### config.mk
export PLATFORM = sky130hd
export DESIGN_NAME = oer_top
export DESIGN_NICKNAME = d
export VERILOG_FILES = /design/src/shared/oer_pkg.sv /design/src/shared/oer_hold_if.sv /design/src/rtl/oer_bus_hold.sv /design/src/rtl/oer_top.sv
export SDC_FILE = /design/constraint.sdc
export NUM_CORES = 1
export LEC_CHECK = 0
export BUFFER_PORTS_ARGS = -buffer_cell sky130_fd_sc_hd__buf_2
export CORE_UTILIZATION = 46
export DETAILED_ROUTE_END_ITERATION = 7
export PLACE_DENSITY = 0.88
export SLEW_MARGIN = 20
export SYNTH_ARGS = -nofsm -noshare
export SYNTH_HDL_FRONTEND = slang
export SYNTH_SLANG_ARGS = --single-unit
### constraint.sdc
create_clock -name mclk -period 2 [get_ports mclk]
set_clock_uncertainty 0.05 [all_clocks]
set_input_delay 0.5 -clock mclk [delete_from_list [all_inputs] [get_ports mclk]]
set_output_delay 0.5 -clock mclk [all_outputs]
set_load 0.05 [all_outputs]
### src/shared/oer_pkg.sv
/*
 * constants for the octal edge register with three-state outputs.
 * assumes all pins are already synchronous to mclk.
 */
package oer_pkg;
    // number of storage bits and output pins
    localparam int OER_NUM_BITS       = 8;
    // supply level below which outputs float, in millivolts
    localparam int OER_SUPPLY_MIN_MV  = 1500;
    // cycles from a sampled clock-pin rise to the new stored value
    localparam int OER_CAPTURE_CYCLES = 1;
    // reset values of the control flops
    localparam logic OER_PREV_CLK_RST = 1'b0;
    localparam logic OER_LOADED_RST   = 1'b0;
    localparam logic OER_PREV_OK_RST  = 1'b0;

    typedef enum logic {
        OER_EMPTY,
        OER_LOADED
    } oer_fill_t;
endpackage

### src/shared/oer_hold_if.sv
/*
 * carrier between the top and the input hold module: raw data pins,
 * a per-bit driven flag, and the held level seen by the storage bits.
 * assumes a single clock domain, mclk.
 */
`timescale 1ns/1ps
interface oer_hold_if #(
    parameter int WIDTH = 8
);
    logic [WIDTH-1:0] raw;
    logic [WIDTH-1:0] driven;
    logic [WIDTH-1:0] level;

    // the hold module turns raw plus driven into a clean level
    modport hold (input raw, input driven, output level);
    // the user supplies pins and reads the level
    modport user (output raw, output driven, input level);
endinterface

### src/rtl/oer_bus_hold.sv
/*
 * input hold circuit: a bit that nobody drives keeps its last driven
 * level instead of floating.
 * assumes mclk as the only clock; the held level has no reset on purpose.
 */
`timescale 1ns/1ps
module oer_bus_hold
    import oer_pkg::*;
#(
    parameter int WIDTH = OER_NUM_BITS
) (
    input  wire logic mclk,
    oer_hold_if.hold  hif
);
    logic [WIDTH-1:0] kept_reg;

    // remember each bit's last driven level
    always_ff @(posedge mclk) begin
        for (int i = 0; i < WIDTH; i++) begin
            if (hif.driven[i]) begin
                kept_reg[i] <= hif.raw[i];
            end
        end
    end

    // undriven bits show the kept level, driven bits pass straight on
    assign hif.level = (hif.raw & hif.driven) | (kept_reg & ~hif.driven);
endmodule

### src/rtl/oer_top.sv
/*
 * octal edge-triggered register with three-state outputs, clocked by a
 * sampled clock pin, with output enable, power-up float and input hold.
 * assumes every input is synchronous to mclk; the shared bus outside
 * resolves the pin level from data_out and data_oe.
 */
// How it works
// - eight storage bits sharing clock and enable
// - clock pin rise loads data into storage
// - enable high floats all outputs, low drives
// - enable touches only drivers, never storage
// - low supply floats outputs regardless of enable
// - undriven data inputs keep their last level
`timescale 1ns/1ps
module oer_top
    import oer_pkg::*;
#(
    parameter int WIDTH = OER_NUM_BITS
) (
    input  wire logic             mclk,
    input  wire logic             srst,
    input  wire logic             clk_pin,
    input  wire logic             out_en_n,
    input  wire logic             supply_ok,
    input  wire logic [WIDTH-1:0] data_in,
    input  wire logic [WIDTH-1:0] data_in_driven,
    output logic      [WIDTH-1:0] data_out,
    output logic      [WIDTH-1:0] data_oe,
    output logic                  data_known
);
    // refuse widths the logic cannot serve, at elaboration
    if (WIDTH < 1) begin : g_width_check
        $error("oer_top: WIDTH must be at least one");
    end

    logic             prev_clk_reg;
    logic             prev_ok_reg;
    logic             clk_rise;
    logic [WIDTH-1:0] store_reg;
    oer_fill_t        fill_reg;
    logic             drive_on;

    oer_hold_if #(.WIDTH(WIDTH)) hif ();

    // data pins go through the hold circuit before storage
    assign hif.raw    = data_in;
    assign hif.driven = data_in_driven;

    oer_bus_hold #(
        .WIDTH (WIDTH)
    ) u_hold (
        .mclk (mclk),
        .hif  (hif)
    );

    // previous clock-pin level; prev_ok blocks a false rise after reset
    always_ff @(posedge mclk) begin
        if (srst) begin
            prev_clk_reg <= OER_PREV_CLK_RST;
            prev_ok_reg  <= OER_PREV_OK_RST;
        end else begin
            prev_clk_reg <= clk_pin;
            prev_ok_reg  <= 1'b1;
        end
    end

    // rising edge of the pin, seen one mclk late at most
    assign clk_rise = prev_ok_reg & clk_pin & ~prev_clk_reg;

    // storage bits: one flop each, no reset, enable not consulted
    // no reset on purpose: a real part powers up with random contents,
    // so the bench must load before trusting data_out
    genvar g;
    generate
        for (g = 0; g < WIDTH; g++) begin : g_bit
            always_ff @(posedge mclk) begin
                if (clk_rise) begin
                    store_reg[g] <= hif.level[g];
                end
            end
        end
    endgenerate
    // no else branch: a steady pin leaves each bit untouched

    // load tracking; srst stands in for power-up here
    always_ff @(posedge mclk) begin
        if (srst) begin
            fill_reg <= OER_EMPTY;
        end else begin
            case (fill_reg)
                OER_EMPTY: begin
                    if (clk_rise) begin
                        fill_reg <= OER_LOADED;
                    end
                end
                OER_LOADED: fill_reg <= OER_LOADED;
                default:    fill_reg <= OER_EMPTY;
            endcase
        end
    end

    // drivers: combinational so the float takes effect at once
    assign drive_on   = ~out_en_n & supply_ok;
    assign data_oe    = {WIDTH{drive_on}};
    assign data_out   = store_reg;
    assign data_known = (fill_reg == OER_LOADED);

    // assertions
    // storage holds x until its first load, so checks on data_out
    // that compare with an older value wait for data_known

    property p_capture;
        @(posedge mclk) disable iff (srst)
        clk_rise |=> data_out == $past(hif.level);
    endproperty
    a_capture: assert property (p_capture)
        else $error("stored value differs from level at clock rise");

    property p_steady;
        @(posedge mclk) disable iff (srst)
        (prev_ok_reg && data_known && !clk_rise) ##1 !clk_rise
            |-> $stable(data_out);
    endproperty
    a_steady: assert property (p_steady)
        else $error("stored value changed without a clock rise");

    property p_float;
        @(posedge mclk) disable iff (srst)
        out_en_n |-> data_oe == '0;
    endproperty
    a_float: assert property (p_float)
        else $error("outputs driven while enable is high");

    property p_drive;
        @(posedge mclk) disable iff (srst)
        (!out_en_n && supply_ok) |-> data_oe == '1;
    endproperty
    a_drive: assert property (p_drive)
        else $error("outputs floating while enabled and powered");

    property p_oe_uniform;
        @(posedge mclk) disable iff (srst)
        data_oe == '0 || data_oe == '1;
    endproperty
    a_oe_uniform: assert property (p_oe_uniform)
        else $error("output enables of the bits disagree");

    property p_capture_floating;
        @(posedge mclk) disable iff (srst)
        (clk_rise && out_en_n) |=> data_out == $past(hif.level)
            && data_known;
    endproperty
    a_capture_floating: assert property (p_capture_floating)
        else $error("capture lost while outputs floated");

    property p_retain_floating;
        @(posedge mclk) disable iff (srst)
        (data_known && out_en_n && !clk_rise)
            |=> data_out == $past(data_out);
    endproperty
    a_retain_floating: assert property (p_retain_floating)
        else $error("stored value lost while outputs floated");

    property p_power_float;
        @(posedge mclk) disable iff (srst)
        !supply_ok |-> data_oe == '0;
    endproperty
    a_power_float: assert property (p_power_float)
        else $error("outputs driven with supply below threshold");

    property p_hold_level;
        @(posedge mclk) disable iff (srst)
        ##1 1'b1 |-> ((hif.level ^ $past(hif.level)) & ~data_in_driven)
            == '0;
    endproperty
    a_hold_level: assert property (p_hold_level)
        else $error("undriven input did not keep its level");

    property p_driven_pass;
        @(posedge mclk) disable iff (srst)
        ((hif.level ^ data_in) & data_in_driven) == '0;
    endproperty
    a_driven_pass: assert property (p_driven_pass)
        else $error("driven input not passed to storage");

    property p_unknown_until_load;
        @(posedge mclk) disable iff (srst)
        (!data_known && !clk_rise) |=> !data_known;
    endproperty
    a_unknown_until_load: assert property (p_unknown_until_load)
        else $error("contents marked known without a load");

    property p_known_after_load;
        @(posedge mclk) disable iff (srst)
        clk_rise |=> data_known;
    endproperty
    a_known_after_load: assert property (p_known_after_load)
        else $error("contents not marked known after a load");

    property p_known_stays;
        @(posedge mclk) disable iff (srst)
        data_known |=> data_known;
    endproperty
    a_known_stays: assert property (p_known_stays)
        else $error("loaded flag dropped without a reset");

    property p_rise_spacing;
        @(posedge mclk) disable iff (srst)
        clk_rise |=> !clk_rise;
    endproperty
    a_rise_spacing: assert property (p_rise_spacing)
        else $error("two clock rises in consecutive cycles");

    // main scenarios
    c_load_driven: cover property (@(posedge mclk) disable iff (srst)
        clk_rise && !out_en_n ##1 data_oe == '1);
    c_load_floating: cover property (@(posedge mclk) disable iff (srst)
        clk_rise && out_en_n ##2 !out_en_n && supply_ok);
    c_hold_used: cover property (@(posedge mclk) disable iff (srst)
        clk_rise && data_in_driven != '1);
    c_power_float: cover property (@(posedge mclk) disable iff (srst)
        !supply_ok && !out_en_n);
endmodule

==> flow_metrics.py <==
metrics = {
    "setup_path": {
        "cp-end-kind": "output port",
        "critPathKind": "in2out",
        "crit_path_max_fanout": 8,
        "rr_worst_depth": 3,
        "cpMaxStageDelayCell": "buf_2",
        "arrival_ps": 1240,
        "timing.critical_path.mode_cell": "buf_2",
        "critical-path-max-stage-delay_ps": 340,
        "crit_path_cell_trace": "buf_2 -> nor2b_1 -> buf_2",
        "worstSetupStartpointType": "input port",
        "worst_ep_required_time_ps": 1450,
    },
    "clocking": {
        "cts_tree": "built",
        "h-tree-depth": 1,
        "cts.sinks": 19,
        "cts_buffer_depth": 2,
        "postCtsSetupBuffers": 0,
        "cts_hold_buffers": 0,
        "ctsResizeCount": 0,
        "clkTransAtPathRegs_ps": 100,
        "cts-root-buf": "clkbuf_4",
        "worstSkewPairLatency_ps": 280,
        "cts_buffers": 3,
    },
    "global_route": {
        "antenna_found_initial": 0,
        "busiest_layer": "met2",
        "met2_usage_pct": 24.38,
        "track_usage_pct": 13.59,
        "globalRouteMet3Util_pct": 3.043,
        "grt_pass1_wl_um": 1787,
        "grt_pass1_vias": 435,
        "gr-total-overflow": 0,
        "grt_max_degree": 11,
        "use_met1_pct": 15.34,
    },
    "logic_synthesis": {
        "synth_top_area_share_pct": 65.75,
        "syn_area_um2": 730.7,
        "syn-instance-count": 42,
        "ys_top_cells_by_area": "edfxtp_1, mux2_2, dfxtp_1",
        "syn_area_per_cell_um2": 17.40,
        "yosysWarnings": 0,
        "synth_seq_cells": 19,
        "yosysTopAreaCell": "edfxtp_1",
        "synth_cell_type_count": 10,
        "yosysSeqAreaShare_pct": 73.97,
        "syn_nets": 63,
    },
    "floorplan": {
        "fp-row-count": 14,
        "dieArea_um2": 1752,
        "die_y_um": 41.86,
        "core_area_um2": 1489,
        "pin_count": 38,
        "die_w_um": 41.86,
        "start_util_pct": 49.08,
    },
    "sta": {
        "fin_crit_sh_pct": 89.30,
        "fin_tns_setup_ps": 0,
        "period_needed_ps": 1786,
        "max_slew_margin_pct": 76.44,
        "drv_slew": 0,
        "worst_pin_slew_ps": 352.7,
        "hold_viol_final": 0,
        "rsz0062_at_grt": "false",
        "max_freq_mhz": 559.9,
        "finalSetupViolCount": 0,
    },
    "route": {
        "viasPerCell": 4.609,
        "vias": 424,
        "ant_nets": 0,
        "wl_per_cell_um": 11.78,
        "drt-total-wl_um": 1084,
        "drc": 0,
        "dr.pass1.iters": 4,
        "first_iter_violations": 10,
    },
    "pwr": {
        "peakVddDrop_mv": 0.4843,
        "p_leak_nw": 0.4041,
        "power_per_cell_area_nw_per_um2": 838.7,
    },
    "run_status": {
        "status": "finished, final reports clean",
    },
    "cells_and_area": {
        "drive_above_1_share_pct": 65.79,
        "n_antenna_cell": 0,
        "syn_to_final_growth_pct": 24.49,
        "final_cells": 92,
        "nNetsFinal": 98,
        "final_area_um2": 909.6,
        "n_fill_cell": 124,
    },
    "placed_design": {
        "gp_congestion": 0.5864,
        "dp.cells": 88,
        "placed_area_um2": 883.3,
        "hpwl_um": 871.5,
        "io_buffers": 37,
    },
    "job": {
        "drv_cap": 0,
    },
    "worst_hold_path": {
        "hold_class": "in2reg",
        "hold_depth": 2,
    },
}
area by class of cell:
class | count | area, µm² | area share, %
clock buffers | 4 | 26.28 | 2.889
inverters | 1 | 3.754 | 0.4127
multi-input cells | 14 | 126.4 | 13.89
flip-flops and latches | 19 | 540.5 | 59.42
well taps | 16 | 20.02 | 2.201
repair buffers | 38 | 192.7 | 21.18
routing by layer:
metal	share of wire, %	vias to the layer above	routed length, µm
li1	-	212	-
met1	37	195	401
met2	57	17	622
met3	5.4	0	59
met4	0	0	0
met5	0	-	0
per-stage QoR:
| step | util [%] | setup WS (ps) | total power [W] | hold slack, ps |
|---|---|---|---|---|
| global placement | 59.33 | 268.6 | 0.0005874 | 399.1 |
| global route | 61.09 | 173.5 | 0.0007952 | 328.1 |
| floorplan | - | 345.2 | 0.0005589 | 427.3 |
| CTS | 61.09 | 202.3 | 0.0007730 | 336.3 |
| detailed placement | 59.33 | 216.9 | 0.0005916 | 408.4 |
| finish | 61.09 | 214.1 | 0.0007629 | 345.7 |
cells in the mapped netlist:
master	n
edfxtp_1	16
buf_4	8
mux2_2	8
dfxtp_1	3
nor2_1	2
a32o_1	1
and2b_2	1
inv_1	1
nand2_1	1
nor2b_1	1
cells in the final DEF, fill, tap and decap left out:
master and instances:
nor2b_1 1, clkbuf_1 1, nor2_1 2, nand2_1 1, dfxtp_1 3, a32o_1 1, and2b_2 1, inv_1 1
mux2_2 8, buf_4 1, buf_2 37, clkbuf_4 3, edfxtp_1 16
worst max-delay path: cells and delay by family:
family | cells | cell delay, ps
simple gates | 1 | 300
buf+inv | 2 | 440
cell families (layout without fill, tap and decap cells):
kind of cell / after synthesis / count (layout) / synth area share (%)
flip-flops: 19 / 19 / 73.97
buffers and inverters: 9 / 43 / 8.733
multiplexers: 8 / 8 / 12.33
AND/OR/NAND/NOR: 5 / 5 / 3.597
AO/OA/AOI/OAI: 1 / 1 / 1.370
report_power, final:
group	internal, W	total [W]	switching, W	leakage (nW)
sequential	0.000455	0.000462	0.00000644	0.178
clock	0.0000774	0.000182	0.000104	0.0150
combinational	0.0000409	0.000119	0.0000784	0.211
path summary, 6_finish.rpt:
check,startpoint,endpoint,slack (ps)
hold / removal,srst,prev_ok_reg,350
hold reg to reg,data_known,data_known,440
setup reg to reg,prev_ok_reg,data_out[2],1020
setup / recovery,out_en_n,data_oe[2],210
Note: power is estimated with default switching activity, not from simulation.
